`src/trip_pkg.sv`:
```
// Package: constants, register map and state carrier for the trip latch manager
package trip_pkg;

    // ==========================================================
    // Sizes
    localparam int unsigned NUM_TRIPS   = 16;
    localparam int unsigned HIST_DEPTH  = 10;
    localparam int unsigned CODE_W      = 5;

    // ==========================================================
    // Register byte offsets
    localparam logic [7:0] ADDR_CTRL     = 8'h00;
    localparam logic [7:0] ADDR_DISABLED = 8'h04;
    localparam logic [7:0] ADDR_ACTIVE   = 8'h08;
    localparam logic [7:0] ADDR_WARN     = 8'h0c;
    localparam logic [7:0] ADDR_FIRST    = 8'h10;
    localparam logic [7:0] ADDR_STATUS   = 8'h14;
    localparam logic [7:0] ADDR_CMD      = 8'h18;
    localparam logic [7:0] ADDR_HIST0    = 8'h20;

    // ==========================================================
    // Control register fields
    localparam int unsigned CTRL_AUTO_BIT   = 0;
    localparam int unsigned CTRL_INVERT_BIT = 1;
    localparam int unsigned CTRL_REMOTE_BIT = 2;
    // Command register fields (write one to act)
    localparam int unsigned CMD_RESET_BIT = 0;
    localparam int unsigned CMD_ACK_BIT   = 1;
    localparam int unsigned CMD_ALERT_BIT = 2;

    // ==========================================================
    // Reset values
    localparam logic [2:0]  CTRL_RESET     = 3'h0;
    localparam logic [15:0] DISABLED_RESET = 16'h0000;

    // ==========================================================
    // Timing
    localparam int unsigned CLK_MHZ        = 250;
    localparam int unsigned AUTO_DELAY_MS  = 5000;
    localparam int unsigned AUTO_DELAY_CYC = AUTO_DELAY_MS * CLK_MHZ * 1000;
    localparam int unsigned FLASH_HALF_MS  = 250;
    localparam int unsigned FLASH_HALF_CYC = FLASH_HALF_MS * CLK_MHZ * 1000;

    localparam logic [1:0] AXI_OKAY   = 2'h0;
    localparam logic [1:0] AXI_SLVERR = 2'h2;

    typedef logic [CODE_W-1:0] code_t;

    typedef enum logic [1:0] {
        ST_HEALTHY = 2'h0,
        ST_TRIPPED = 2'h1,
        ST_WAIT    = 2'h3
    } trip_state_t;

    typedef struct packed {
        logic [2:0]            ctrl;
        logic [NUM_TRIPS-1:0]  disabled;
        logic [NUM_TRIPS-1:0]  latched;
        logic [NUM_TRIPS-1:0]  warn;
        code_t                 first;
        logic                  first_valid;
        code_t [HIST_DEPTH-1:0] hist;
        logic                  msg_shown;
        logic                  key_alert;
        trip_state_t           state;
        logic [31:0]           auto_cnt;
        logic [31:0]           flash_cnt;
        logic                  flash;
        logic                  run_prev;
        logic                  aw_seen;
        logic                  w_seen;
        logic [7:0]            aw_addr;
        logic [31:0]           wdata;
        logic                  bvalid;
        logic [1:0]            bresp;
        logic                  rvalid;
        logic [31:0]           rdata;
        logic [1:0]            rresp;
    } trip_state_s_t;

endpackage

```
`src/fault_trip_latch_manager.sv`:
```
// Fault trip latching, reset handling, history and AXI4-Lite register access
// ==========================================================
// Overview of operation
// - Any trip inhibits the power stage at once
// - Trip latches hold until explicit reset
// - Reset ignored while trip source present
// - Enable refused while any latch set
// - Independent latches, several set together
// - Trip flashes indicator, sets fault flag
// - Healthy_status_indicator output follows flag, selectable polarity
// - Acknowledge clears message, not the latch
// - Power cycle, key or remote clear resets
// - Remote mode: run re-assertion resets trips
// - Reset returns indicator steady, flag false
// - Auto recovery resets after preset delay
// - Active, disabled, warning sets as words
// - Blocked key raises separate alert
// - Disabled-trips setting masks trip sources
`timescale 1ns/1ns
module fault_trip_latch_manager
    import trip_pkg::*;
#(
    parameter int unsigned AUTO_CYCLES  = AUTO_DELAY_CYC,
    parameter int unsigned FLASH_CYCLES = FLASH_HALF_CYC
) (
    input  wire logic                 aclk,
    input  wire logic                 aresetn,
    input  wire logic [NUM_TRIPS-1:0] trip_source,
    input  wire logic [NUM_TRIPS-1:0] warn_source,
    input  wire logic                 drive_enable_req,
    input  wire logic                 halt_clear_key,
    input  wire logic                 ack_key,
    input  wire logic                 key_attempt_blocked,
    input  wire logic                 remote_clear_input,
    input  wire logic                 run_command_input,
    output logic                      power_stage_enable,
    output logic                      tripped_flag,
    output logic                      healthy_status_indicator,
    output logic                      healthy_status_indicator_output,
    output logic                      trip_message,
    output logic                      key_blocked_alert,
    output logic                      auto_recovery_enable,
    input  wire logic [7:0]           s_axi_awaddr,
    input  wire logic                 s_axi_awvalid,
    output logic                      s_axi_awready,
    input  wire logic [31:0]          s_axi_wdata,
    input  wire logic [3:0]           s_axi_wstrb,
    input  wire logic                 s_axi_wvalid,
    output logic                      s_axi_wready,
    output logic [1:0]                s_axi_bresp,
    output logic                      s_axi_bvalid,
    input  wire logic                 s_axi_bready,
    input  wire logic [7:0]           s_axi_araddr,
    input  wire logic                 s_axi_arvalid,
    output logic                      s_axi_arready,
    output logic [31:0]               s_axi_rdata,
    output logic [1:0]                s_axi_rresp,
    output logic                      s_axi_rvalid,
    input  wire logic                 s_axi_rready
);

    trip_state_s_t st_ff;
    trip_state_s_t nxt_st;

    logic [NUM_TRIPS-1:0] armed;
    logic [NUM_TRIPS-1:0] new_trips;
    logic                 any_latched;
    logic                 reset_req;
    logic                 run_rise;
    logic                 wr_fire;
    logic                 sw_reset;
    logic                 sw_ack;
    logic                 sw_alert;
    code_t                new_code;
    logic                 new_found;
    logic [31:0]          rd_word;
    logic                 rd_ok;
    logic [31:0]          wr_word;

    // ==========================================================
    // Trip detection
    assign armed       = trip_source & ~st_ff.disabled;
    assign new_trips   = armed & ~st_ff.latched;
    assign any_latched = |st_ff.latched;
    assign run_rise    = run_command_input & ~st_ff.run_prev;

    // Lowest numbered newly arriving trip gives the recorded code
    always_comb begin
        new_code  = '0;
        new_found = 1'b0;
        for (int i = NUM_TRIPS - 1; i >= 0; i--) begin
            if (new_trips[i]) begin
                new_code  = code_t'(i + 1);
                new_found = 1'b1;
            end
        end
    end

    // ==========================================================
    // AXI4-Lite handshake helpers
    assign s_axi_awready = !st_ff.aw_seen && !st_ff.bvalid;
    assign s_axi_wready  = !st_ff.w_seen && !st_ff.bvalid;
    assign s_axi_arready = !st_ff.rvalid;
    assign s_axi_bvalid  = st_ff.bvalid;
    assign s_axi_bresp   = st_ff.bresp;
    assign s_axi_rvalid  = st_ff.rvalid;
    assign s_axi_rdata   = st_ff.rdata;
    assign s_axi_rresp   = st_ff.rresp;

    // Write completes once both halves are held
    assign wr_fire  = st_ff.aw_seen && st_ff.w_seen && !st_ff.bvalid;
    assign sw_reset = wr_fire && st_ff.aw_addr == ADDR_CMD
                      && st_ff.wdata[CMD_RESET_BIT];
    assign sw_ack   = wr_fire && st_ff.aw_addr == ADDR_CMD
                      && st_ff.wdata[CMD_ACK_BIT];
    assign sw_alert = wr_fire && st_ff.aw_addr == ADDR_CMD
                      && st_ff.wdata[CMD_ALERT_BIT];

    assign reset_req = halt_clear_key || remote_clear_input || sw_reset
                     || (st_ff.ctrl[CTRL_REMOTE_BIT] && run_rise);

    // Read decode; history entries sit one word apart
    always_comb begin
        rd_word = '0;
        rd_ok   = 1'b1;
        case (s_axi_araddr)
            ADDR_CTRL:     rd_word = {29'h0, st_ff.ctrl};
            ADDR_DISABLED: rd_word = {16'h0, st_ff.disabled};
            ADDR_ACTIVE:   rd_word = {16'h0, st_ff.latched};
            ADDR_WARN:     rd_word = {16'h0, st_ff.warn};
            ADDR_FIRST:    rd_word = {26'h0, st_ff.first_valid,
                                      st_ff.first};
            ADDR_STATUS:   rd_word = {27'h0, st_ff.key_alert,
                                      st_ff.msg_shown, st_ff.state,
                                      any_latched};
            ADDR_CMD:      rd_word = 32'h0;
            default: begin
                if (s_axi_araddr >= ADDR_HIST0 && s_axi_araddr[1:0] == 2'h0
                    && s_axi_araddr < ADDR_HIST0 + 8'(4 * HIST_DEPTH)) begin
                    rd_word = {27'h0,
                        st_ff.hist[4'((s_axi_araddr - ADDR_HIST0) >> 2)]};
                end else begin
                    rd_ok = 1'b0;
                end
            end
        endcase
    end

    // Byte-lane merge for the writable words
    function automatic logic [31:0] merge(input logic [31:0] old_v,
                                          input logic [31:0] new_v,
                                          input logic [3:0]  strb);
        logic [31:0] r;
        r = old_v;
        for (int b = 0; b < 4; b++) begin
            if (strb[b]) begin
                r[b*8 +: 8] = new_v[b*8 +: 8];
            end
        end
        return r;
    endfunction

    assign wr_word = st_ff.wdata;

    // ==========================================================
    // Next state
    always_comb begin
        nxt_st = st_ff;
        nxt_st.run_prev = run_command_input;
        nxt_st.warn     = warn_source;

        // Bus channels
        if (s_axi_awvalid && s_axi_awready) begin
            nxt_st.aw_seen = 1'b1;
            nxt_st.aw_addr = s_axi_awaddr;
        end
        if (s_axi_wvalid && s_axi_wready) begin
            nxt_st.w_seen = 1'b1;
            nxt_st.wdata  = merge(32'h0, s_axi_wdata, s_axi_wstrb);
        end
        if (wr_fire) begin
            nxt_st.aw_seen = 1'b0;
            nxt_st.w_seen  = 1'b0;
            nxt_st.bvalid  = 1'b1;
            nxt_st.bresp   = AXI_OKAY;
            case (st_ff.aw_addr)
                ADDR_CTRL:     nxt_st.ctrl = wr_word[2:0];
                ADDR_DISABLED: nxt_st.disabled = wr_word[15:0];
                ADDR_CMD:      nxt_st.ctrl = st_ff.ctrl;
                default:       nxt_st.bresp = AXI_SLVERR;
            endcase
        end
        if (st_ff.bvalid && s_axi_bready) begin
            nxt_st.bvalid = 1'b0;
        end
        if (s_axi_arvalid && s_axi_arready) begin
            nxt_st.rvalid = 1'b1;
            nxt_st.rdata  = rd_word;
            nxt_st.rresp  = rd_ok ? AXI_OKAY : AXI_SLVERR;
        end else if (st_ff.rvalid && s_axi_rready) begin
            nxt_st.rvalid = 1'b0;
        end

        // Alert for blocked keys, kept apart from trips
        if (ack_key || sw_ack) begin
            nxt_st.msg_shown = 1'b0;
            nxt_st.key_alert = 1'b0;
        end
        if (key_attempt_blocked || sw_alert) begin
            nxt_st.key_alert = 1'b1;
        end

        // Reset clears only latches whose source has gone
        if (reset_req) begin
            nxt_st.latched = st_ff.latched & armed;
        end
        if (st_ff.state == ST_WAIT && st_ff.auto_cnt == 32'h0) begin
            nxt_st.latched = st_ff.latched & armed;
        end
        // A new trip wins over any clear in the same cycle
        nxt_st.latched = nxt_st.latched | armed;
        if (new_found) begin
            nxt_st.msg_shown = 1'b1;
            nxt_st.hist = {st_ff.hist[HIST_DEPTH-2:0], new_code};
            if (!any_latched && !st_ff.first_valid) begin
                nxt_st.first       = new_code;
                nxt_st.first_valid = 1'b1;
            end
        end
        if (nxt_st.latched == '0 && any_latched && !new_found) begin
            nxt_st.first_valid = 1'b0;
        end

        // Indicator flash timing while tripped
        if (any_latched) begin
            if (st_ff.flash_cnt >= FLASH_CYCLES - 1) begin
                nxt_st.flash_cnt = 32'h0;
                nxt_st.flash     = ~st_ff.flash;
            end else begin
                nxt_st.flash_cnt = st_ff.flash_cnt + 32'h1;
            end
        end else begin
            nxt_st.flash_cnt = 32'h0;
            nxt_st.flash     = 1'b0;
        end

        // Supervisor state
        case (st_ff.state)
            ST_HEALTHY: begin
                if (|armed) begin
                    nxt_st.state = ST_TRIPPED;
                end
            end
            ST_TRIPPED: begin
                if (nxt_st.latched == '0) begin
                    nxt_st.state = ST_HEALTHY;
                end else if (st_ff.ctrl[CTRL_AUTO_BIT]) begin
                    nxt_st.state    = ST_WAIT;
                    nxt_st.auto_cnt = AUTO_CYCLES - 1;
                end
            end
            ST_WAIT: begin
                if (nxt_st.latched == '0) begin
                    nxt_st.state = ST_HEALTHY;
                end else if (!st_ff.ctrl[CTRL_AUTO_BIT]
                             || st_ff.auto_cnt == 32'h0) begin
                    nxt_st.state = ST_TRIPPED;
                end else begin
                    nxt_st.auto_cnt = st_ff.auto_cnt - 32'h1;
                end
            end
            default: nxt_st.state = ST_HEALTHY;
        endcase
    end

    // ==========================================================
    // State register
    always_ff @(posedge aclk) begin
        if (!aresetn) begin
            st_ff          <= '0;
            st_ff.ctrl     <= CTRL_RESET;
            st_ff.disabled <= DISABLED_RESET;
            st_ff.state    <= ST_HEALTHY;
        end else begin
            st_ff <= nxt_st;
        end
    end

    // ==========================================================
    // Outputs; power-on reset alone also clears all latches
    // Combinational gating so a trip cuts the stage in its own cycle
    assign power_stage_enable = drive_enable_req && !any_latched
                                && !(|armed);
    assign tripped_flag             = any_latched;
    assign healthy_status_indicator = !any_latched || st_ff.flash;
    assign healthy_status_indicator_output = !any_latched ^ st_ff.ctrl[CTRL_INVERT_BIT];
    assign trip_message         = st_ff.msg_shown;
    assign key_blocked_alert    = st_ff.key_alert;
    assign auto_recovery_enable = st_ff.ctrl[CTRL_AUTO_BIT];

endmodule

```
`config.mk`:
```
export PLATFORM = sky130hd
export DESIGN_NAME = fault_trip_latch_manager
export DESIGN_NICKNAME = d
export VERILOG_FILES = /design/src/trip_pkg.sv /design/src/fault_trip_latch_manager.sv
export SDC_FILE = /design/constraint.sdc
export NUM_CORES = 1
export LEC_CHECK = 0
export BUFFER_PORTS_ARGS = -buffer_cell sky130_fd_sc_hd__buf_2
export CORE_MARGIN = 8
export CORE_UTILIZATION = 39
export DETAILED_ROUTE_END_ITERATION = 10
export HOLD_SLACK_MARGIN = 0.15
export PLACE_DENSITY = 0.67
export SYNTH_ARGS = -nofsm -noshare
export SYNTH_HDL_FRONTEND = slang
export SYNTH_SLANG_ARGS = --single-unit
```
`constraint.sdc`:
```
create_clock -name aclk -period 7 [get_ports aclk]
set_clock_uncertainty 0.05 [all_clocks]
set_input_delay 0.35 -clock aclk [delete_from_list [all_inputs] [get_ports aclk]]
set_output_delay 0.35 -clock aclk [all_outputs]
set_load 0.02 [all_outputs]
```
==> qor_table.md, run 1 <==
| Metric | Value |
|:---|:---|
| Synth top area cells | sky130_fd_sc_hd__dfxtp_1 (44%), sky130_fd_sc_hd__nand2_1 (6.7%), sky130_fd_sc_hd__a21oi_1 (5.4%), sky130_fd_sc_hd__nor2_1 (3.9%), sky130_fd_sc_hd__buf_4 (2.8%) |
| Clk sink count | 223 |
| Crit start category | flop |
| Period Utilization, post-route | 46.21% |
| HPWL reported at the end of detailed placement | 18100 um |
| Proportion of layout cells with a drive suffix above 1 | 15.84% |
| Vertical die dimension | 177.7 um |
| Largest area contributor in the synthesized netlist | sky130_fd_sc_hd__dfxtp_1 |
| Leakage Power | 4.576 nW |
| Critical setup path kind | flop to flop |
| Min Tclk post-route | 3235 ps |
| Clock tree from TritonCTS | done |
| #FFs+latches synth | 223 |
| Post-route setup TNS | 0 ps |
| Vias | 9235 |
| Cell Pwr Density | 229.3 nW/um2 |
| Overall fraction of global-route tracks in use | 16.96% |
| Final global-route overflow total | 0 |
| Synth Warn # | 0 |
| Row count | 59 |
| Detailed router's first-iteration violation count | 804 |
| Number of unique standard cell types used by synthesis | 69 |
| Antenna-violating nets left | 0 |
| Sequential share of the synthesized area | 43.76% |
| # DRC | 0 |
| Total of max-cap violations | 0 |
| I/O pin cnt | 145 |
| Multi-input logic area | 5210 um2 |
| WP data arrival | 3580 ps |
| Max transition margin | 21.22% |
| Die outline area | 31590 um2 |
| Clock H-tree levels | 1 |
| Critical path endpoint category | flop |
| Number of failing hold endpoints at the final stage | 0 |
| Peak supply drop | 0.1646 mV |
| Starting utilization of the core area | 39.48% |
| Biggest fanout along the worst timing path | 12 |
| Required @ worst endpoint | 7350 ps |
| Clk slew on worst S/H paths | 60 ps |
| Number of filler cells placed in the layout | 2466 |
| Root cell of the clock tree | sky130_fd_sc_hd__clkbuf_16 |
| Weighted congestion at the end of routability-driven global placement | 0.8990 |
| Synth-to-layout area growth | 20.36% |
| Mean Syn Cell Area | 8.515 um2 |
| Worst Hold Slack | 193.9 ps |
| Status | finished, final reports clean |
| Final Net Count | 1427 |
| Number of buffers created by CTS | 24 |
| Transition time at the pin with the least slew margin | 1179 ps |
| Number of global-route vias before repair | 8695 |
| Count of final max-slew check failures | 0 |
| First-pass GRT wire length | 44730 um |
| Final setup violation count | 0 |
| Maximum buffer depth of the clock tree | 3 |
| Achievable frequency | 309.1 MHz |
| Total standard cell area after synthesis | 10200 um2 |
| End-of-flow core utilization | 47.52% |
| Instance count of the mapped netlist | 1198 |
| WL final | 27560 um |
| Number of antenna violations at the first check in global routing | 4 |
| WL/cell | 16.40 um |
| RSZ-0062 raised after global routing | false |
| Post-synth EDFFs | 0 |
| Maximum number of pins on one net before global-route repair | 91 |
| Share of Yosys cell area claimed by the top area cell type | 43.76% |
| Overall die width | 177.7 um |
| Register area | 4464 um2 |
| Average vias per placed instance | 5.494 |
| Core Footprint | 25840 um2 |
| Worst min-delay path category | input pin to flop |
| Initial DRT Pass Iterations | 5 |
| Primary flip-flop cell chosen by synthesis mapping | sky130_fd_sc_hd__dfxtp_1 |
| Clock insertion delay at the later pin of the skew report | 530 ps |
| FFs w/ async S/R, synth | 0% |
| # resized after CTS | 0 |
| Total of buffers placed on input and output ports | 108 |
-- path summary, 6_finish.rpt --
kind                  startpoint    endpoint  slack (ps)  depth (start not counted)
setup reg to reg      st_ff[114]  st_ff[132]        3770                          8
hold reg to reg       st_ff[198]  st_ff[198]         400                          2
hold / removal    trip_source[5]  st_ff[227]         190                          4
setup / recovery      st_ff[114]  st_ff[132]        3770                          8
-- logic make-up after synthesis --
kind of cell | count (synthesis) | share of synthesized area (%)
AO/OA/AOI/OAI | 254 | 16.19
XOR/XNOR | 25 | 2.146
adder cells (fa/ha/maj) | 2 | 0.2453
buffers and inverters | 121 | 6.084
flip-flops | 223 | 43.76
multiplexers | 56 | 7.249
other | 1 | 0.03676
AND/OR/NAND/NOR | 516 | 24.29
-- final cells by class --
cell class / count / area share, %
clock buffers: 33 / 5.411
clock inverters: 10 / 1.080
diodes: 1 / 0.02038
flip-flops and latches: 223 / 36.36
inverters: 13 / 0.4178
repair buffers: 189 / 10.86
multi-input cells: 877 / 42.43
well taps: 335 / 3.414
-- what timing repair did --
item                                   4_1_cts  5_1_grt
setup buffers                                0        0
hold buffers                                74        0
endpoints found under the hold margin       57        0
-- layout by cell type, fill, tap and decap left out, types with 8 or more instances in the layout --
master,Yosys,layout
sky130_fd_sc_hd__nand2_1,182,182
sky130_fd_sc_hd__a311oi_1,8,8
sky130_fd_sc_hd__xnor2_1,13,13
sky130_fd_sc_hd__nand2b_1,22,22
sky130_fd_sc_hd__a21oi_1,110,110
sky130_fd_sc_hd__or4_1,9,9
sky130_fd_sc_hd__nor3b_1,13,13
sky130_fd_sc_hd__nor2b_1,9,9
sky130_fd_sc_hd__dlygate4sd3_1,0,74
sky130_fd_sc_hd__buf_2,1,108
sky130_fd_sc_hd__and2_1,22,22
sky130_fd_sc_hd__o21ai_0,17,17
sky130_fd_sc_hd__inv_1,12,12
sky130_fd_sc_hd__nor4_1,23,23
sky130_fd_sc_hd__a211oi_1,13,13
sky130_fd_sc_hd__dfxtp_1,223,223
sky130_fd_sc_hd__nand3_1,37,37
sky130_fd_sc_hd__mux2i_1,21,21
sky130_fd_sc_hd__clkbuf_16,0,24
sky130_fd_sc_hd__a31oi_1,23,23
sky130_fd_sc_hd__nand4_1,12,12
sky130_fd_sc_hd__xor2_1,12,12
sky130_fd_sc_hd__mux2_2,23,23
sky130_fd_sc_hd__a22oi_1,20,20
sky130_fd_sc_hd__conb_1,1,24
sky130_fd_sc_hd__mux4_2,12,12
sky130_fd_sc_hd__or3_1,11,11
sky130_fd_sc_hd__nor3_1,41,41
sky130_fd_sc_hd__nor2_1,107,106
-- Yosys cell counts (all sizes together) (13+ instances only) --
cell type	instances
a211oi	13
a21oi	110
a22oi	20
a31oi	23
and2	22
buf	45
clkbuf	63
dfxtp	223
inv	13
mux2	23
mux2i	21
nand2	183
nand2b	22
nand3	37
nor2	108
nor3	41
nor3b	13
nor4	24
o21ai	17
xnor2	13
-- per-stage QoR --
step,setup slack (ps),total power [mW],instance area (um2),std cells
2_1_floorplan,4369,1.482,10290,1221
3_3_place_gp,3823,1.537,10740,1563
3_5_place_dp,3800,1.539,10740,1563
4_1_cts,3774,2.832,12280,1680
5_1_grt,3557,2.920,12280,1681
6_report,3765,2.816,12280,1681
-- registers in the layout, summed over array words and instances (netlist names) --
name,flops
s_axi_rvalid,1
key_blocked_alert,1
s_axi_bresp,1
wr_word,16
s_axi_rdata,16
s_axi_bvalid,1
st_ff,184
s_axi_rresp,1
auto_recovery_enable,1
trip_message,1
-- critical path: stages (launching register included) --
cell,delay [ps]
sky130_fd_sc_hd__dfxtp_1,330
sky130_fd_sc_hd__inv_1,60
sky130_fd_sc_hd__ha_1,170
sky130_fd_sc_hd__or3b_1,490
sky130_fd_sc_hd__or3_1,440
sky130_fd_sc_hd__or2_4,280
sky130_fd_sc_hd__o31ai_2,850
sky130_fd_sc_hd__nor3_1,100
sky130_fd_sc_hd__a311o_1,340
-- power breakdown --
| group | leakage (nW) | total (mW) | internal (mW) | switching, mW |
|---|---|---|---|---|
| sequential | 1.81 | 1.32 | 1.30 | 0.0223 |
| clock | 0.380 | 1.27 | 0.744 | 0.526 |
| combinational | 2.38 | 0.225 | 0.0954 | 0.130 |
-- per-layer routing --
layer,up-vias,part of all wire (%),global-route usage [%]
met5,-,0.13,0
met4,6,2.5,4.759
met3,67,7.1,3.489
met2,318,45,26.53
met1,4363,45,23.29
li1,4481,-,-
Power figures use the tool's default switching activity.
==> inputs of run 2 (changes only) <==
Clock period 7 ns to 3.07 ns, I/O delays scaled along.
==> qor_table.md, run 2 (synthesis gave the netlist of run 1 again) <==
| Metric | Value |
|:---|:---|
| Status | finished, final reports clean |
| Overall die width | 177.7 um |
| Cell total after placement | 1583 |
| Average vias per placed instance | 5.429 |
| Number of antenna violations at the first check in global routing | 1 |
| Transition time at the pin with the least slew margin | 884.9 ps |
| Number of buffers created by CTS | 25 |
| Crit start category | flop |
| Most common cell after layout, fill and taps aside | sky130_fd_sc_hd__dfxtp_1 |
| Peak supply drop | 0.4535 mV |
| Vias | 9382 |
| Die outline area | 31590 um2 |
| # DRC | 0 |
| Vertical die dimension | 177.7 um |
| Clk sink count | 223 |
| First-pass GRT wire length | 46260 um |
| WL final | 28840 um |
| Count of final max-slew check failures | 0 |
| Starting utilization of the core area | 39.48% |
| Cell occurring most often along the worst timing path | sky130_fd_sc_hd__or4_4 |
| Core Footprint | 25840 um2 |
| Biggest register | st_ff |
| Met2 track utilization from global routing | 27.83% |
| Cell area after placement | 10910 um2 |
| Biggest fanout along the worst timing path | 11 |
| Buffers and inverters on the worst path | 0 |
| Initial DRT Pass Iterations | 6 |
| Worst path top cell family by delay | simple AND/OR/NAND/NOR gates |
| Antenna cell count | 0 |
| Overall fraction of global-route tracks in use | 17.65% |
| Required @ worst endpoint | 3450 ps |
| I/O pin cnt | 145 |
| Clock tree from TritonCTS | done |
| Critical path endpoint category | flop |
| HPWL reported at the end of detailed placement | 18750 um |
| Stage delay of the slowest cell on the critical path | 550 ps |
| M3 GR Usage | 3.489% |
| Root cell of the clock tree | sky130_fd_sc_hd__clkbuf_16 |
| Final setup violation count | 0 |
| Number of flip-flops under the largest register name | 184 |
| Antenna-violating nets left | 0 |
| Crit path max-delay cell type | sky130_fd_sc_hd__or4_4 |
| Total of max-cap violations | 0 |
| WL/cell | 16.69 um |
| Worst min-delay path category | input pin to flop |
| WP data arrival | 3240 ps |
| Post-Place Setup Slack | 244.4 ps |
| Clock insertion delay at the later pin of the skew report | 530 ps |
| Period Utilization, post-route | 93.23% |
| Detailed router's first-iteration violation count | 740 |
| Count of hold buffers inserted by post-cts repair | 99 |
| Total of buffers placed on input and output ports | 108 |
| Critical setup path kind | flop to flop |
| PnR worst setup slack | 207.8 ps |
| Total setup buffers inserted after CTS | 0 |
| Clock H-tree levels | 1 |
| Weighted congestion at the end of routability-driven global placement | 0.8982 |
| Number of filler cells placed in the layout | 2414 |
| Post-route setup TNS | 0 ps |
| Row count | 59 |
| Proportion of layout cells with a drive suffix above 1 | 17.01% |
| Series of cell instances along the critical path | or4_4 -> or4_4 -> nor4_2 -> nand2b_1 -> nor2_2 -> a311oi_1 |
| Final global-route overflow total | 0 |
| Worst Hold Slack | 184.9 ps |
| Min Tclk post-route | 2862 ps |
| Final Net Count | 1473 |
| RSZ-0062 raised after global routing | false |
| Most used cells in the layout excluding fill and tap cells | sky130_fd_sc_hd__dfxtp_1 (223), sky130_fd_sc_hd__nand2_1 (182), sky130_fd_sc_hd__a21oi_1 (110) |
| # resized after CTS | 0 |
| Max transition margin | 40.88% |
| Leakage Power | 4.819 nW |
| Number of failing hold endpoints at the final stage | 0 |
| Synth-to-layout area growth | 24.90% |
| GR peak layer | met2 |
| Non-filler instance count after layout | 1728 |
| Cell Pwr Density | 516.4 nW/um2 |
| Post-layout total power | 6.580 mW |
| Maximum buffer depth of the clock tree | 3 |
| Number of global-route vias before repair | 8929 |
| Achievable frequency | 349.4 MHz |
| Cell area after layout | 12740 um2 |
| Met1 GRT Util | 23.83% |
| Maximum number of pins on one net before global-route repair | 118 |
| End-of-flow core utilization | 49.31% |
| Clk slew on worst S/H paths | 60 ps |
==> run 2: cell types whose count changed in the layout (fill, tap and decap cells not counted), moves of 2 or more <==
cell                            before  now
sky130_fd_sc_hd__dlygate4sd3_1      74   99
sky130_fd_sc_hd__buf_4               7   25
sky130_fd_sc_hd__clkinvlp_4          3    1
sky130_fd_sc_hd__clkbuf_8            3    8
sky130_fd_sc_hd__buf_12              0    2
==> run 2: worst reg2reg max path, cell delays in order, from the launching register on <==
cell	delay, ps
sky130_fd_sc_hd__dfxtp_1	350
sky130_fd_sc_hd__or4_4	550
sky130_fd_sc_hd__or4_4	510
sky130_fd_sc_hd__nor4_2	440
sky130_fd_sc_hd__nand2b_1	360
sky130_fd_sc_hd__nor2_2	200
sky130_fd_sc_hd__a311oi_1	300
==> run 2: power breakdown <==
part | internal (mW) | switching [mW] | total, mW
registers | 2.96 | 0.0522 | 3.01
clock network | 1.78 | 1.22 | 3.00
logic | 0.252 | 0.313 | 0.565
==> run 2: path summary, 6_finish.rpt <==
check	startpoint	to	slack (ps)	depth (start not counted)
worst min-delay path	s_axi_araddr[5]	s_axi_rdata[1]	180	4
worst max register to register	st_ff[126]	st_ff[116]	210	6
worst min register to register	wr_word[8]	wr_word[8]	400	2
worst max-delay path	st_ff[126]	st_ff[116]	210	6
==> run 2: final cells by class <==
type,count,area [um2],share of cell area [%]
timing repair buffer,234,1759,13.81
inverter,13,51.30,0.4026
sequential,223,4464,35.04
clock buffer,38,754.5,5.922
multi-input combinational,877,5210,40.89
clock inverter,8,82.58,0.6481
tap,335,419.2,3.290
==> run 2: layer usage <==
metal	share of wire, %	wire, um
met3	7.2	2075
met5	0.035	10
met4	3.1	896
met1	44	12720
met2	46	13130
==> inputs of run 3 (changes only) <==
Settings changed: CORE_ASPECT_RATIO from default to 1.2.
==> qor_table.md, run 3 (synthesis gave the netlist of run 1 again) <==
| Metric | Value |
|:---|:---|
| WL final | 29670 um |
| PnR worst setup slack | 216.5 ps |
| RSZ-0062 raised after global routing | false |
| Maximum number of pins on one net before global-route repair | 56 |
| Overall fraction of global-route tracks in use | 18.33% |
| Leakage Power | 4.859 nW |
| Number of antenna violations at the first check in global routing | 3 |
| Average vias per placed instance | 5.509 |
| Antenna-violating nets left | 0 |
| Worst Hold Slack | 213.6 ps |
| Status | finished, final reports clean |
| Launch point of the worst hold path | s_axi_araddr[0] |
| Final Net Count | 1479 |
| Clk slew on worst S/H paths | 60 ps |
| # resized after CTS | 0 |
| Clk sink count | 223 |
| I/O pin cnt | 145 |
| Crit start category | flop |
| Number of failing hold endpoints at the final stage | 0 |
| First-pass GRT wire length | 47750 um |
| Vias | 9541 |
| Final global-route overflow total | 0 |
| Synth-to-layout area growth | 25.72% |
| Achievable frequency | 350.4 MHz |
| Critical setup path kind | flop to primary output |
| Number of flip-flops under the largest register name | 184 |
| Weighted congestion at the end of routability-driven global placement | 0.9422 |
| Most common cell after layout, fill and taps aside | sky130_fd_sc_hd__dfxtp_1 |
| Stage delay of the slowest cell on the critical path | 690 ps |
| Die outline area | 31610 um2 |
| Source of the critical timing path | st_ff[249] |
| Peak supply drop | 0.3956 mV |
| Most used cells in the layout excluding fill and tap cells | sky130_fd_sc_hd__dfxtp_1 (223), sky130_fd_sc_hd__nand2_1 (182), sky130_fd_sc_hd__a21oi_1 (110) |
| Required @ worst endpoint | 2870 ps |
| Worst reg2reg path startpoint | st_ff[126] |
| Min Tclk post-route | 2853 ps |
| Count of final max-slew check failures | 0 |
| Total setup buffers inserted after CTS | 0 |
| Post-Place Setup Slack | 290.9 ps |
| Number of global-route vias before repair | 9143 |
| Row count | 65 |
| Final setup violation count | 0 |
| Period Utilization, post-route | 92.95% |
| Worst min-delay path category | input pin to flop |
| Detailed router's first-iteration violation count | 719 |
| Clock insertion delay at the later pin of the skew report | 510 ps |
| Series of cell instances along the critical path | nand2b_1 -> nand2_1 -> nor4_1 -> nand2_1 -> nor3_1 -> buf_2 |
| Transition time at the pin with the least slew margin | 776.0 ps |
| WP data arrival | 2650 ps |
| Cell Pwr Density | 526.1 nW/um2 |
| Cell occurring most often along the worst timing path | sky130_fd_sc_hd__nand2_1 |
| Clock tree from TritonCTS | done |
| Cell total after placement | 1591 |
| Root cell of the clock tree | sky130_fd_sc_hd__clkbuf_16 |
| Number of buffers created by CTS | 23 |
| Number of filler cells placed in the layout | 2398 |
| Proportion of layout cells with a drive suffix above 1 | 17.43% |
| Core Footprint | 26030 um2 |
| Biggest fanout along the worst timing path | 4 |
| Maximum buffer depth of the clock tree | 3 |
| Total of buffers placed on input and output ports | 108 |
| Biggest register | st_ff |
| Worst R2R Path Depth | 7 |
| Post-route setup TNS | 0 ps |
| Clock H-tree levels | 1 |
| Crit path max-delay cell type | sky130_fd_sc_hd__nor4_1 |
| WL/cell | 17.13 um |
| Min-Delay Path Depth | 4 |
| Starting utilization of the core area | 39.20% |
| Critical path endpoint category | primary output |
| Total of max-cap violations | 0 |
| Overall die width | 163.6 um |
| Vertical die dimension | 193.2 um |
| Max transition margin | 47.79% |
| Initial DRT Pass Iterations | 5 |
| Non-filler instance count after layout | 1732 |
| HPWL reported at the end of detailed placement | 19480 um |
| # DRC | 0 |
## run 3: changes by cell type in the layout (fill, tap and decap cells not counted), sizes merged
cell / before / now
buf: 135 / 143
bufinv: 1 / 7
clkbuf: 38 / 25
clkinvlp: 1 / 2
diode: 0 / 3
inv: 14 / 13
## run 3: where the power goes
group	total (mW)	internal, mW	leakage (nW)	switching (mW)
Sequential	3.01	2.96	1.81	0.0516
Clock	3.16	2.00	0.417	1.16
Combinational	0.572	0.255	2.63	0.317
Total	6.75	5.21	4.86	1.53
## run 3: stage by stage
step | area (um2) | utilization [%] | power [mW]
2_1_floorplan | 10290 | - | 3.380
3_3_place_gp | 10970 | 42.16 | 3.521
3_5_place_dp | 10970 | 42.16 | 3.526
4_1_cts | 12820 | 49.25 | 6.777
5_1_grt | 12820 | 49.27 | 6.996
6_report | 12820 | 49.28 | 6.747
## run 3: timing repair
item | CTS | global route
endpoints found under the hold margin | 98 | 0
endpoints found under the setup margin | 0 | 0
hold buffers | 99 | 0
## run 3: final timing paths
| check | endpoint | slack, ps |
|---|---|---|
| worst min register to register | wr_word[4] | 400 |
| worst max-delay path | power_stage_enable | 220 |
| worst max register to register | st_ff[124] | 260 |
| worst min-delay path | s_axi_rresp[1] | 210 |
## run 3: layer usage
layer | global-route usage (%) | share of wire [%]
met2 | 30.70 | 48
met3 | 3.377 | 6.7
met5 | 0 | 0.044
met1 | 22.81 | 42
met4 | 7.703 | 3.7
## run 3: final cells by class
type / count / area (um2) / area share (%)
Tap cell: 335 / 419.2 / 3.268
Clock buffer: 25 / 603.1 / 4.702
Timing Repair Buffer: 242 / 1819 / 14.19
Sequential cell: 223 / 4464 / 34.81
Clock inverter: 14 / 250.2 / 1.951
Antenna cell: 3 / 7.507 / 0.05854
Inverter: 13 / 51.30 / 0.4000
Multi-Input combinational cell: 877 / 5210 / 40.62
## run 3: worst max-delay path: cells and delay by family (launching register included)
kind                   cells  cell delay, ps
buffers and inverters      1             200
flip-flops                 1             420
AND/OR/NAND/NOR            5            1520
